### src/rtl/ieb_pkg.sv
// package: register map, field layout, reset values and helpers of the enable/level bank
package ieb_pkg;

    // register byte offsets (one aligned 32-bit word each)
    localparam logic [7:0]  IEB_OFS_EN2      = 8'h00;
    localparam logic [7:0]  IEB_OFS_EN3      = 8'h04;
    localparam logic [7:0]  IEB_OFS_EN4      = 8'h08;
    localparam logic [7:0]  IEB_OFS_LVL0     = 8'h0C;
    localparam logic [7:0]  IEB_OFS_LVL1     = 8'h10;
    localparam logic [7:0]  IEB_OFS_LVL2     = 8'h14;
    localparam logic [7:0]  IEB_OFS_STATUS   = 8'h18;
    localparam logic [7:0]  IEB_OFS_MASK     = 8'h1C;

    // implemented bits of each register
    localparam logic [15:0] IEB_EN2_IMPL     = 16'h0007;
    localparam logic [15:0] IEB_EN3_IMPL     = 16'h21FF;
    localparam logic [15:0] IEB_EN4_IMPL     = 16'h00F6;
    localparam logic [15:0] IEB_LVL_IMPL     = 16'h7777;

    // reset values
    localparam logic [15:0] IEB_EN_RESET     = 16'h0000;
    localparam logic [15:0] IEB_LVL_RESET    = 16'h4444;
    localparam logic [30:0] IEB_STAT_RESET   = 31'h0000_0000;

    // level field layout: four 3-bit fields at a pitch of four bits, and the level value that means off
    localparam int          IEB_LVL_W        = 3;
    localparam int          IEB_FLD_PITCH    = 4;
    localparam logic [2:0]  IEB_LVL_OFF      = 3'h0;

    // source counts
    localparam int          IEB_GRP_SRC      = 19;
    localparam int          IEB_LVL_SRC      = 12;
    localparam int          IEB_ALL_SRC      = 31;

    // bus answer states
    typedef enum logic {IEB_BUS_IDLE, IEB_BUS_ANSWER} ieb_bus_state_t;

    // a level field of zero disables the source
    function automatic logic iebLevelActive(input logic [2:0] lvl);
        iebLevelActive = (lvl != IEB_LVL_OFF);
    endfunction

    // byte enables widened to a bit mask
    function automatic logic [31:0] iebByteMask(input logic [3:0] be);
        iebByteMask = {{8{be[3]}}, {8{be[2]}}, {8{be[1]}}, {8{be[0]}}};
    endfunction

    // merge a write into a register, touching only implemented and enabled bits
    function automatic logic [15:0] iebMerge(input logic [15:0] old, input logic [15:0] wdata,
                                             input logic [15:0] impl, input logic [15:0] lanes);
        iebMerge = (old & ~(impl & lanes)) | (wdata & impl & lanes);
    endfunction

endpackage

### src/rtl/ieb_bank.sv
// top: enable groups 2-4, level banks 0-2, request gating, Avalon-MM slave, event interrupt
//
// The implementer's own choices: the register offsets and the Avalon-MM interface to the registers.
`timescale 1ns/1ps
module ieb_bank
    import ieb_pkg::*;
(
    // clock and reset
    input  wire logic                      sys_clk,
    input  wire logic                      reset_n,
    // Avalon-MM slave, word addressed
    input  wire logic [2:0]                avsAddress,
    input  wire logic                      avsRead,
    input  wire logic                      avsWrite,
    input  wire logic [31:0]               avsWritedata,
    input  wire logic [3:0]                avsByteenable,
    output logic      [31:0]               avsReaddata,
    output logic                           avsWaitrequest,
    // sources whose enables live here, levels come from elsewhere
    input  wire logic [IEB_GRP_SRC-1:0]    grpFlag,
    input  wire logic [3*IEB_GRP_SRC-1:0]  grpLevel,
    // sources whose levels live here, enables come from elsewhere
    input  wire logic [IEB_LVL_SRC-1:0]    lvlFlag,
    input  wire logic [IEB_LVL_SRC-1:0]    lvlEnable,
    // requests toward the arbiter
    output logic      [IEB_GRP_SRC-1:0]    grpRequest,
    output logic      [IEB_LVL_SRC-1:0]    lvlRequest,
    // register contents for the rest of the controller
    output logic      [15:0]               enableGroup2,
    output logic      [15:0]               enableGroup3,
    output logic      [15:0]               enableGroup4,
    output logic      [15:0]               levelBank0,
    output logic      [15:0]               levelBank1,
    output logic      [15:0]               levelBank2,
    // event interrupt
    output logic                           irqOut
);

    ieb_bus_state_t          busState;
    ieb_bus_state_t          next_busState;
    logic [30:0]             eventStatus;
    logic [30:0]             eventMask;
    logic [30:0]             next_eventStatus;
    logic [IEB_GRP_SRC-1:0]  grpRise;
    logic [IEB_LVL_SRC-1:0]  lvlRise;
    logic [IEB_GRP_SRC-1:0]  grpEnable;
    logic [3*IEB_LVL_SRC-1:0] lvlLevel;
    logic [31:0]             readMux;

    // address decode and write strobes; a write lands at the edge that ends the answer cycle
    wire        busReq     = avsRead | avsWrite;
    wire        writeNow   = avsWrite & ~avsWaitrequest & (busState == IEB_BUS_ANSWER);
    wire [31:0] laneMask   = iebByteMask(avsByteenable);
    wire        selEn2     = (avsAddress == IEB_OFS_EN2[4:2]);
    wire        selEn3     = (avsAddress == IEB_OFS_EN3[4:2]);
    wire        selEn4     = (avsAddress == IEB_OFS_EN4[4:2]);
    wire        selLvl0    = (avsAddress == IEB_OFS_LVL0[4:2]);
    wire        selLvl1    = (avsAddress == IEB_OFS_LVL1[4:2]);
    wire        selLvl2    = (avsAddress == IEB_OFS_LVL2[4:2]);
    wire        selStatus  = (avsAddress == IEB_OFS_STATUS[4:2]);
    wire        selMask    = (avsAddress == IEB_OFS_MASK[4:2]);

    // bus handshake: one cycle of wait, then one answer cycle
    always_comb
    begin
        next_busState = busState;
        case (busState)
            IEB_BUS_IDLE:   if (busReq) next_busState = IEB_BUS_ANSWER;
            IEB_BUS_ANSWER: next_busState = IEB_BUS_IDLE;
            default:        next_busState = IEB_BUS_IDLE;
        endcase
    end

    always_ff @(posedge sys_clk or negedge reset_n)
    begin
        if (!reset_n)
        begin
            busState       <= IEB_BUS_IDLE;
            avsWaitrequest <= 1'b1;
            avsReaddata    <= 32'h0000_0000;
        end
        else
        begin
            busState       <= next_busState;
            avsWaitrequest <= ~(busState == IEB_BUS_IDLE && busReq);
            if (busState == IEB_BUS_IDLE && avsRead)
                avsReaddata <= readMux;
        end
    end

    // read selection; unused bits and unmapped words read zero
    assign readMux = selEn2    ? {16'h0000, enableGroup2 & IEB_EN2_IMPL}
                   : selEn3    ? {16'h0000, enableGroup3 & IEB_EN3_IMPL}
                   : selEn4    ? {16'h0000, enableGroup4 & IEB_EN4_IMPL}
                   : selLvl0   ? {16'h0000, levelBank0 & IEB_LVL_IMPL}
                   : selLvl1   ? {16'h0000, levelBank1 & IEB_LVL_IMPL}
                   : selLvl2   ? {16'h0000, levelBank2 & IEB_LVL_IMPL}
                   : selStatus ? {1'b0, eventStatus}
                   : selMask   ? {1'b0, eventMask}
                   : 32'h0000_0000;

    // enable registers; only documented bits store
    always_ff @(posedge sys_clk or negedge reset_n)
    begin
        if (!reset_n)
        begin
            enableGroup2 <= IEB_EN_RESET;
            enableGroup3 <= IEB_EN_RESET;
            enableGroup4 <= IEB_EN_RESET;
        end
        else if (writeNow)
        begin
            if (selEn2)
                enableGroup2 <= iebMerge(enableGroup2, avsWritedata[15:0],
                                         IEB_EN2_IMPL, laneMask[15:0]);
            if (selEn3)
                enableGroup3 <= iebMerge(enableGroup3, avsWritedata[15:0],
                                         IEB_EN3_IMPL, laneMask[15:0]);
            if (selEn4)
                enableGroup4 <= iebMerge(enableGroup4, avsWritedata[15:0],
                                         IEB_EN4_IMPL, laneMask[15:0]);
        end
    end

    // level banks
    ieb_level_reg u_lvl0
    (
        .sys_clk    (sys_clk),
        .reset_n    (reset_n),
        .writeEn    (writeNow & selLvl0),
        .writeData  (avsWritedata[15:0]),
        .writeLanes (laneMask[15:0]),
        .value      (levelBank0)
    );

    ieb_level_reg u_lvl1
    (
        .sys_clk    (sys_clk),
        .reset_n    (reset_n),
        .writeEn    (writeNow & selLvl1),
        .writeData  (avsWritedata[15:0]),
        .writeLanes (laneMask[15:0]),
        .value      (levelBank1)
    );

    ieb_level_reg u_lvl2
    (
        .sys_clk    (sys_clk),
        .reset_n    (reset_n),
        .writeEn    (writeNow & selLvl2),
        .writeData  (avsWritedata[15:0]),
        .writeLanes (laneMask[15:0]),
        .value      (levelBank2)
    );

    // enable bits of the group sources, source index 0 upward
    assign grpEnable = {enableGroup4[7:4], enableGroup4[2:1],
                        enableGroup3[13], enableGroup3[8],
                        enableGroup3[7:0],
                        enableGroup2[2:0]};

    // level of source j is field j%4 of bank j/4; field 3 is the high one
    assign lvlLevel = {levelBank2[14:12], levelBank2[10:8],
                       levelBank2[6:4],   levelBank2[2:0],
                       levelBank1[14:12], levelBank1[10:8],
                       levelBank1[6:4],   levelBank1[2:0],
                       levelBank0[14:12], levelBank0[10:8],
                       levelBank0[6:4],   levelBank0[2:0]};

    // request gating for both source sets
    ieb_req_gate #(.N(IEB_GRP_SRC)) u_grp_gate
    (
        .sys_clk (sys_clk),
        .reset_n (reset_n),
        .flag    (grpFlag),
        .enable  (grpEnable),
        .level   (grpLevel),
        .request (grpRequest),
        .rise    (grpRise)
    );

    ieb_req_gate #(.N(IEB_LVL_SRC)) u_lvl_gate
    (
        .sys_clk (sys_clk),
        .reset_n (reset_n),
        .flag    (lvlFlag),
        .enable  (lvlEnable),
        .level   (lvlLevel),
        .request (lvlRequest),
        .rise    (lvlRise)
    );

    // sticky event status, write one to clear; a new event beats the clear
    wire [30:0] statusClear = (writeNow & selStatus) ? (avsWritedata[30:0] & laneMask[30:0])
                                                     : 31'h0000_0000;
    assign next_eventStatus = (eventStatus & ~statusClear) | {lvlRise, grpRise};

    always_ff @(posedge sys_clk or negedge reset_n)
    begin
        if (!reset_n)
        begin
            eventStatus <= IEB_STAT_RESET;
            eventMask   <= IEB_STAT_RESET;
            irqOut      <= 1'b0;
        end
        else
        begin
            eventStatus <= next_eventStatus;
            if (writeNow & selMask)
                eventMask <= (eventMask & ~laneMask[30:0]) | (avsWritedata[30:0] & laneMask[30:0]);
            irqOut      <= |(eventStatus & eventMask);   // level, one cycle behind status
        end
    end

endmodule // ieb_bank

### src/rtl/ieb_level_reg.sv
// one priority register: four 3-bit level fields, gaps read zero
`timescale 1ns/1ps
module ieb_level_reg
    import ieb_pkg::*;
(
    // clock and reset
    input  wire logic        sys_clk,
    input  wire logic        reset_n,
    // write port
    input  wire logic        writeEn,
    input  wire logic [15:0] writeData,
    input  wire logic [15:0] writeLanes,
    // stored value
    output logic      [15:0] value
);

    // fields at 14-12, 10-8, 6-4, 2-0 load level four at reset
    always_ff @(posedge sys_clk or negedge reset_n)
    begin
        if (!reset_n)
            value <= IEB_LVL_RESET;
        else if (writeEn)
            value <= iebMerge(value, writeData, IEB_LVL_IMPL, writeLanes);
    end

endmodule // ieb_level_reg

### src/rtl/ieb_req_gate.sv
// request gating: flag, enable and nonzero level give a request; rising requests pulse
`timescale 1ns/1ps
module ieb_req_gate
    import ieb_pkg::*;
#(
    parameter int N = 1
)
(
    // clock and reset
    input  wire logic             sys_clk,
    input  wire logic             reset_n,
    // per-source inputs
    input  wire logic [N-1:0]     flag,
    input  wire logic [N-1:0]     enable,
    input  wire logic [3*N-1:0]   level,
    // per-source outputs
    output logic      [N-1:0]     request,
    output logic      [N-1:0]     rise
);

    logic [N-1:0] next_request;

    // a zero level blocks the source whatever its enable holds
    for (genvar i = 0; i < N; i++)
    begin : g_src
        assign next_request[i] = flag[i] & enable[i]
                               & iebLevelActive(level[3*i +: 3]);
    end

    // registered request and its rising edge
    always_ff @(posedge sys_clk or negedge reset_n)
    begin
        if (!reset_n)
        begin
            request <= '0;
            rise    <= '0;
        end
        else
        begin
            request <= next_request;
            rise    <= next_request & ~request;
        end
    end

endmodule // ieb_req_gate

### config.mk
export PLATFORM = sky130hd
export DESIGN_NAME = ieb_bank
export DESIGN_NICKNAME = d
export VERILOG_FILES = /design/src/rtl/ieb_pkg.sv /design/src/rtl/ieb_bank.sv /design/src/rtl/ieb_level_reg.sv /design/src/rtl/ieb_req_gate.sv
export SDC_FILE = /design/constraint.sdc
export NUM_CORES = 1
export LEC_CHECK = 0
export ABC_AREA = 1
export BUFFER_PORTS_ARGS = -buffer_cell sky130_fd_sc_hd__buf_2
export CAP_MARGIN = 25
export CORE_ASPECT_RATIO = 0.9
export CORE_MARGIN = 2
export CORE_UTILIZATION = 35
export CTS_BUF_LIST = sky130_fd_sc_hd__clkbuf_4 sky130_fd_sc_hd__clkbuf_8 sky130_fd_sc_hd__clkbuf_16
export DETAILED_ROUTE_END_ITERATION = 6
export GPL_TIMING_DRIVEN = 1
export MAX_ROUTING_LAYER = met4
export PLACE_DENSITY = 0.57
export SETUP_SLACK_MARGIN = 0.1
export SLEW_MARGIN = 25
export SYNTH_ARGS = -nofsm -noshare
export SYNTH_HDL_FRONTEND = slang
export SYNTH_SLANG_ARGS = --single-unit
### constraint.sdc
create_clock -name sys_clk -period 1.56 [get_ports sys_clk]
set_input_delay 0 -clock sys_clk [delete_from_list [all_inputs] [get_ports sys_clk]]
set_output_delay 0 -clock sys_clk [all_outputs]
set_load 0.1 [all_outputs]
== Yosys cells after proc, flatten, opt, wreduce, memory -nomap -nowiden ==
Cells that the tools add are included.

* Equality and inequality tests: 7
* Muxes and demuxes: 11
* Bitwise logic cells: 105
* Reductions and logical operators: 38

{| class="wikitable"
|+ Operators with widths
! cell !! count
|-
| $mux W31 || 9
|-
| $and A31 B31 Y31 || 4
|-
| $and A16 B16 Y16 || 6
|-
| $or A16 B16 Y16 || 6
|-
| $reduce_bool A3 Y1 || 31
|-
| $and A1 B1 Y1 || 69
|-
| $not A31 Y31 || 2
|-
| $or A31 B31 Y31 || 2
|-
| $reduce_or A31 Y1 || 1
|-
| $and A19 B19 Y19 || 1
|-
| $not A19 Y19 || 1
|-
| $and A14 B16 Y16 || 1
|-
| $and A15 B16 Y16 || 1
|-
| $and A3 B16 Y16 || 1
|-
| $and A8 B16 Y16 || 1
|-
| $not A14 Y16 || 1
|-
| $not A15 Y16 || 1
|-
| $not A3 Y16 || 1
|-
| $not A8 Y16 || 1
|-
| $and A12 B12 Y12 || 1
|-
| $eq A3 B3 Y1 const B || 4
|-
| $not A12 Y12 || 1
|-
| $eq A3 B2 Y1 const B || 2
|-
| $reduce_and A2 Y1 || 3
|-
| other kinds (7) || 10
|}

* Register bits after elaboration: 255
* Input bits: 143
* Output and inout port bits: 161
* Word-level logic and storage cells: 177

== Logic depth before layout (Yosys ltp) ==
Gate-level depths: netlist (run 1).

* Depth in word-level cells: 9
* Depth in mapped cells: 11
* Gate-level depth less buffers: 9

== Cells and area by module ==
From an unflattened synthesis (run 1), not the netlist that was laid out.

* Cell total of the unflattened synthesis: 1223
* Area, all modules: 10037.1 um^2

{| class="wikitable"
|+ Modules (own cells, without submodules)
! module !! instances !! cells each !! area an instance (um^2) !! seq. area each (um^2)
|-
| ieb_bank || 1 || 712 || 5884.4 || 2879.0
|-
| ieb_level_reg || 3 || 67 || 556.8 || 305.3
|-
| ieb_req_gate at u_grp_gate || 1 || 190 || 1521.5 || 950.9
|-
| ieb_req_gate at u_lvl_gate || 1 || 120 || 960.9 || 600.6
|}

== Worst setup path after synthesis (run 1) ==
No wires, ideal clock.

* Path kind: flip-flop to flip-flop
* From: register avsWaitrequest
* To: register with a tool-made name
* Setup time: 0.077 ns
* Arrival time: 1.727 ns
* Required time: 1.483 ns
* Slack: -0.245 ns
* Stages on the path, launching flop included: 8
* Path buffers: 1
* Clock period less this slack: 1.805 ns
* Cells stage by stage: dfstp_2 nor2_1 nand2_1 nor3_2 nand2_1 clkbuf_1 nand2_1 o21ai_1

{| class="wikitable"
|+ RTL lines
! item !! line !! text
|-
| from (decl) || ieb_bank.sv:18 || <nowiki>output logic avsWaitrequest,</nowiki>
|-
| from (signal assigned) || ieb_bank.sv:85 || <nowiki>avsWaitrequest <= ~(busState == IEB_BUS_IDLE && busReq);</nowiki>
|}

== Worst setup path after layout (run 1) ==
* From: register avsWaitrequest
* To: output port avsWaitrequest

No word-level cell between the ends.

==> results of run 1 <==
## stage by stage
stage,TNS [ps],power [W],hold slack (ps),util (%)
after floorplan,0,0.0111,-296,-
after global placement,0,0.0123,-119,43.1
after detailed placement,-229,0.0123,-121,43.1
after CTS,0,0.0185,43.7,50.9
after global routing,0,0.0193,32.7,52.3
final,0,0.0185,9.61,52.3
## area by class of cell
| type | instances | area (um2) | area share (%) |
|---|---|---|---|
| Antenna cell | 2 | 5.00 | 0.0379 |
| Tap cell | 342 | 428 | 3.24 |
| Sequential cell | 213 | 5380 | 40.8 |
| Inverter | 104 | 390 | 2.96 |
| Clock inverter | 6 | 82.6 | 0.625 |
| Timing Repair Buffer | 398 | 2790 | 21.1 |
| Multi-Input combinational cell | 633 | 3370 | 25.5 |
| Clock buffer | 38 | 754 | 5.71 |
## power groups by stage
| stage | Sequential [W] | Clock [W] | Combinational [W] |
|---|---|---|---|
| 6_report | 0.00685 | 0.00586 | 0.00577 |
| 3_3_place_gp | 0.00691 | 0 | 0.00536 |
| 5_1_grt | 0.00694 | 0.00627 | 0.00607 |
| 3_5_place_dp | 0.00691 | 0 | 0.00539 |
| 4_1_cts | 0.00682 | 0.00603 | 0.00567 |
| 2_1_floorplan | 0.00962 | 0 | 0.00146 |
## synth_stat cells, drive strengths merged
| library cell | number |
|---|---|
| a21o | 3 |
| a21oi | 10 |
| a221oi | 6 |
| a22o | 1 |
| a22oi | 19 |
| a31oi | 5 |
| buf | 51 |
| clkbuf | 18 |
| conb | 1 |
| dfrtp | 200 |
| dfstp | 13 |
| inv | 104 |
| nand2 | 269 |
| nand3 | 16 |
| nand4 | 13 |
| nor2 | 35 |
| nor2b | 31 |
| nor3 | 4 |
| o211ai | 4 |
| o21ai | 141 |
| o21bai | 5 |
| o311a | 26 |
| or2 | 1 |
## what timing repair did
item,4_1_cts,5_1_grt
pin swaps,1,9
endpoints found under the hold margin,387,2
cloned,0,4
resized for setup,30,109
setup buffers,2,5
hold buffers,102,2
setup endpoints to repair,84,118
## worst max path at each step
| stage | startpoint | cells after the start | endpoint |
|---|---|---|---|
| floorplan | avsWaitrequest | 7 | register |
| global placement | avsWaitrequest | 6 | eventStatus[13] |
| detailed placement | avsWaitrequest | 6 | eventStatus[8] |
| CTS | avsWaitrequest | 1 | avsWaitrequest |
| global route | avsWaitrequest | 6 | eventStatus[8] |
| finish | avsWaitrequest | 1 | avsWaitrequest |
## logic make-up after synthesis
logic type / synth area share (%)
simple gates: 17.1
compound gates: 14.8
flops: 59.0
buf+inv: 9.01
other cells: 0.0414
## routing by layer
metal,vias to the layer above,track usage (%),share of wire [%]
met5,-,-,0
met4,0,6.16,2.5
met3,45,3.77,5.9
met2,290,33.8,46
met1,3830,28.3,45
li1,3944,-,-
==> run metrics, run 1 <==
Internal Power=0.0111 W; root buf cell=clkbuf_16; Slew headroom=a little over three fifths; Crit Path Max Fanout=2; Cell Pwr Density=1400 nW/um2; Top Family by Delay on Critical Path=flip-flops; Fillers=roughly 2400; synthesized area=slightly above 9000 um2; non-filler cells, final=approximately 1700; mean routed wirelength per cell=16.6 um; grt ovf=0; layout cell share with drive strength beyond 1=roughly a third; skew final=between 8 and 9 ps; vias=between 8000 and 9000; post-synth top area share=between 50% and 60%; Critical-path top delay cell=dfstp_4; Layout area overhead=45.8%; WS Path Type=register to output port; R2R cell count=3; Leakage Power=roughly 6.7 nW; commonest non-fill, non-tap cell in the layout=buf_2; f_max=0.691 GHz; maximum number of pins on one net before global-route repair=75; TritonCTS clock tree=yes; Hold Crit Class=input pin to register; nets@finish=1517; initial antenna violation count=2; clk_lat worst skew=slightly above 500 ps; starting density of the core=between 30% and 40%; final hold vios=0; crit path cell chain=buf_4; Max Cap Viol=0; Detailed Place HPWL=20400 um; vias in the first global route=around 8000; syn_area_per_cell=a little over 9 um2; row count=55; commonest non-fill, non-tap cells in the layout=237 x buf_2, 236 x nand2_1, 173 x dfrtp_1, 102 x dlygate4sd3_1, 98 x inv_1; DRT Pass-1 Iters=4; main area contributors after synthesis=dfrtp_1 55%, nand2_1 11%, o21ai_0 6.6%; drt drc=0; IO buf count=between 200 and 300; dominant cell type by area after synthesis=dfrtp_1; Psw=between 0.007 and 0.008 W; Routed Antenna Nets=0; Syn Inst Count=between 900 and 1000; RSZ-0062 raised after global routing=yes; Sink Count=213; Buf/Inv on CP=1; final worst slack=about 110 ps; Hold Startpoint=avsByteenable[0]; CORE AREA=between 20000 and 30000 um2; Global Route Usage Sum=a little over a fifth; final WL=28800 um; Required @ worst endpoint=1560 ps; die area=around 27000 um2; reg2reg setup slack=120 ps; Reg power frac=37.1%; max incr delay on CP=approximately 630 ps; count of pins over their slew limit=0; die width=174 um; crit share post-route=92.8%; dpl cell area=10900 um2; Comb power frac=a little under a third; hold depth=5; library cells used by synthesis=29; crit path DAT=about 1500 ps; Yosys reg bits=213; final RePlAce weighted congestion=a little under 0.9; DR iter-0 viols=between 500 and 600; Die H=between 150 and 200 um; clock buffer depth=3; yosys warns=0; CTS buffer count=24; status=finished, final reports clean; Worst Max-Slew Pin Slew=about 560 ps; CP Capture Type=output port; sequential-to-total area share from yosys stat=~59%; nature of the critical path startpoint=register; Reg-to-Reg End=u_grp_gate.rise[8]; Placed Cells=around 1600; via/cell ratio=between 4 and 5; Sw Share=just under 40%; maximum VDD drop=approximately 0.83 mV; pre-CTS setup slack=-50.4 ps; final instance area=between 10000 and 15000 um2; Final min period=about 1400 ps; H-Tree Depth=1; Top Ports=between 300 and 400; Clock Pin Slew Worst Setup and Hold Paths=roughly 60 ps; first-pass GRT wire length=between 40000 and 50000 um; Clk pwr share=between 30% and 40%; Setup Viol. Count Final=0
Power figures use the tool's default switching activity.
==> inputs of run 2 (changes only) <==
Settings changed: PLACE_DENSITY 0.57 to 0.56, SYNTH_HIERARCHICAL set to 1, TNS_END_PERCENT set to 30.
==> run 2 against run 1 <==
The run now ends with negative hold slack, negative setup slack left; core utilization shrank 1.6 points; die area grew 11%; global-route usage shrank 0.32 points; sequential share of layout area fell by 3.2 points; sequential cell count stayed put; final cell count up 17%; clock skew up 18 ps; area after synthesis increased by 11%; synthesized cell count up 25%; sequential power up 1%; final area grew 7.9%; critical path type is now register to register.
==> run metrics, run 2 <==
skew final=27.4 ps (was 8.96 ps); failing checks=negative hold slack, negative setup slack; Leakage Power=7.73 nW (was 6.72 nW); sequential-to-total area share from yosys stat=53.3% (was 59.0%); Yosys reg bits=213 (unchanged); EDFF count, synth=0 (unchanged); final WL=30900 um (was 28800 um); Setup Viol. Count Final=1 (was 0); final hold slack=-5.85 ps (was 9.61 ps); nature of the critical path startpoint=register (unchanged); Clock Pin Slew Worst Setup and Hold Paths=70 ps (was 60 ps); layout cell share with drive strength beyond 1=25.9% (was 32.3%); Routed Antenna Nets=0 (unchanged); met3 routed WL=1710 um (was 1720 um); R2R cell count=6 (was 3); f_max=0.641 GHz (was 0.691 GHz); WS Path Type=register to register (was register to output port); Die H=165 um (was 157 um); WL met2=14700 um (was 13300 um); Worst Max-Slew Pin Slew=541 ps (was 556 ps); DR iter-0 viols=553 (was 557); Global Route Usage Sum=21.0% (was 21.3%); CORE AREA=28100 um2 (was 25300 um2); Cell Pwr Density=1340 nW/um2 (was 1400 nW/um2); starting density of the core=35.7% (was 35.9%); grt ovf=0 (unchanged); Max Cap Viol=0 (unchanged); Top Ports=304 (unchanged); commonest non-fill, non-tap cell in the layout=nand2_1 (was buf_2); Layout area overhead=42.0% (was 45.8%); DRT Pass-1 Iters=5 (was 4); clk_lat worst skew=530 ps (was 510 ps); Async SR Flop Fraction=100% (unchanged); root buf cell=clkbuf_16 (unchanged); Required @ worst endpoint=1970 ps (was 1560 ps); first-pass GRT wire length=47900 um (was 44000 um); drt drc=0 (unchanged); Slew headroom=64.2% (was 63.2%); crit path DAT=1970 ps (was 1450 ps); die area=30100 um2 (was 27200 um2); initial antenna violation count=1 (was 2); library cells used by synthesis=38 (was 29); count of pins over their slew limit=0 (unchanged); Hold Crit Class=input pin to asynchronous set/reset pin (was input pin to register); die width=183 um (was 174 um); Crit Path Max Fanout=4 (was 2); final RePlAce weighted congestion=0.868 (was 0.882); Sink Count=213 (unchanged); Syn Inst Count=1223 (was 976); mean routed wirelength per cell=15.2 um (was 16.6 um); nets@finish=1795 (was 1517); row count=58 (was 55); commonest non-fill, non-tap cells in the layout=390 x nand2_1, 234 x buf_2, 200 x dfrtp_1, 175 x inv_1, 134 x dlygate4sd3_1 (was 237 x buf_2, 236 x nand2_1, 173 x dfrtp_1, 102 x dlygate4sd3_1, 98 x inv_1); yosys warns=6 (was 0); final hold vios=2 (was 0); main area contributors after synthesis=dfrtp_1 50%, nand2_1 15%, inv_1 6.6% (was dfrtp_1 55%, nand2_1 11%, o21ai_0 6.6%); final worst slack=-0.477 ps (was 113 ps); Post-synth top cells=407 x nand2_1, 200 x dfrtp_1, 176 x inv_1 (was 267 x nand2_1, 200 x dfrtp_1, 120 x o21ai_0); pre-CTS setup slack=1.19 ps (was -50.4 ps); status=finished, violations left (was finished, final reports clean); dominant cell type by area after synthesis=dfrtp_1 (unchanged); post-synth top area share=49.9% (was 55.3%); Fillers=2748 (was 2383); maximum VDD drop=0.819 mV (was 0.827 mV); Final min period=1560 ps (was 1450 ps); clock buffer depth=3 (unchanged); CTS buffer count=24 (unchanged); crit share post-route=100% (was 92.8%); wire length on met1=13700 um (was 13100 um); H-Tree Depth=1 (unchanged); Setup TNS=-0.477 ps (was 0 ps); vias=9188 (was 8109); ys flop type=dfrtp_1 (unchanged); maximum number of pins on one net before global-route repair=60 (was 75); vias in the first global route=9009 (was 7982); Detailed Place HPWL=22000 um (was 20400 um); syn_area_per_cell=8.21 um2 (was 9.28 um2); CP Capture Type=register (was output port); TritonCTS clock tree=yes (unchanged); IO buf count=260 (unchanged); via/cell ratio=4.52 (was 4.67); synthesized area=10000 um2 (was 9060 um2); RSZ-0062 raised after global routing=yes (unchanged); highest routed layer=met4 (unchanged); most common cell in the netlist=nand2_1 (unchanged)
==> run 2: changes by cell type after synthesis, sizes merged, moves of 16 or more <==
cell	previous run	this run
nand3	16	43
o311a	26	0
a21oi	10	26
inv	104	180
nor2b	31	0
nand2	269	413
nor2	35	116
o21ai	141	85
==> run 2: layout make-up <==
| type | count | area, um2 | share of cell area, % |
|---|---|---|---|
| Tap cell | 360 | 450 | 3.16 |
| Multi-Input combinational cell | 786 | 3710 | 26.1 |
| Clock inverter | 10 | 95.1 | 0.667 |
| Antenna cell | 1 | 2.50 | 0.0176 |
| Inverter | 192 | 731 | 5.13 |
| Timing Repair Buffer | 435 | 3200 | 22.5 |
| Clock buffer | 34 | 707 | 4.96 |
| Sequential cell | 213 | 5350 | 37.5 |
==> run 2: worst paths after layout <==
path                                             from                          to  slack [ps]
worst max register to register         avsWaitrequest                    register        -0.5
worst min-delay path                          reset_n         u_grp_gate/rise[17]          -6
worst max-delay path                   avsWaitrequest                    register        -0.5
worst min register to register  u_grp_gate/request[9]          u_grp_gate/rise[9]         410
min in group sys_clk                 avsByteenable[0]                    register          30
max in group asynchronous                     reset_n  asynchronous set/reset pin         880
==> run 2: stage by stage <==
step | std cells | instance area, um2 | util [%] | hold slack (ps) | total power [W]
2_1_floorplan | 1261 | 10300 | - | -296 | 0.0117
3_3_place_gp | 1848 | 11800 | 42.2 | -7.03 | 0.0131
3_5_place_dp | 1848 | 11800 | 42.2 | -9.96 | 0.0132
4_1_cts | 2026 | 14000 | 50.0 | 14.7 | 0.0192
5_1_grt | 2031 | 14200 | 50.7 | 27.7 | 0.0200
6_report | 2031 | 14200 | 50.7 | -5.85 | 0.0191
==> run 2: what timing repair did <==
item	CTS	global route
setup endpoints to repair	98	149
pin swaps	1	10
buffers inserted	0	1
resized for setup	20	52
hold buffers	134	0
hold endpoints to repair	385	0
gates cloned	0	3
==> run 2: cell families (layout without fill, tap and decap cells) <==
family / Yosys count / count (layout) / synth area share, %
AOI/OAI and AO/OA: 148 / 148 / 9.03
buffers and inverters: 262 / 671 / 12.7
DFF: 213 / 213 / 53.3
muxes: 1 / 1 / 0.150
other: 4 / 43 / 0.150
and+or+nand+nor: 595 / 595 / 24.7
==> run 2: layer usage <==
metal | global-route usage [%] | vias to the layer above
met5 | - | -
met4 | 6.23 | 0
met3 | 3.68 | 53
met2 | 34.2 | 288
met1 | 27.0 | 4300
li1 | - | 4547
==> run 2: report_power, final <==
group	leakage, nW	switching, W	internal [W]
clock	0.405	0.00235	0.00335
sequential	2.65	0.000646	0.00628
combinational	4.68	0.00518	0.00134
total	7.73	0.00817	0.0110
==> run 2: worst max-delay path, cell delays in order, from the launching register on <==
cell and delay, ps:
dfstp_4 470, nor2_4 110, nand2_4 100, buf_4 160, nor2_4 180, nand2_4 110, mux2_4 300
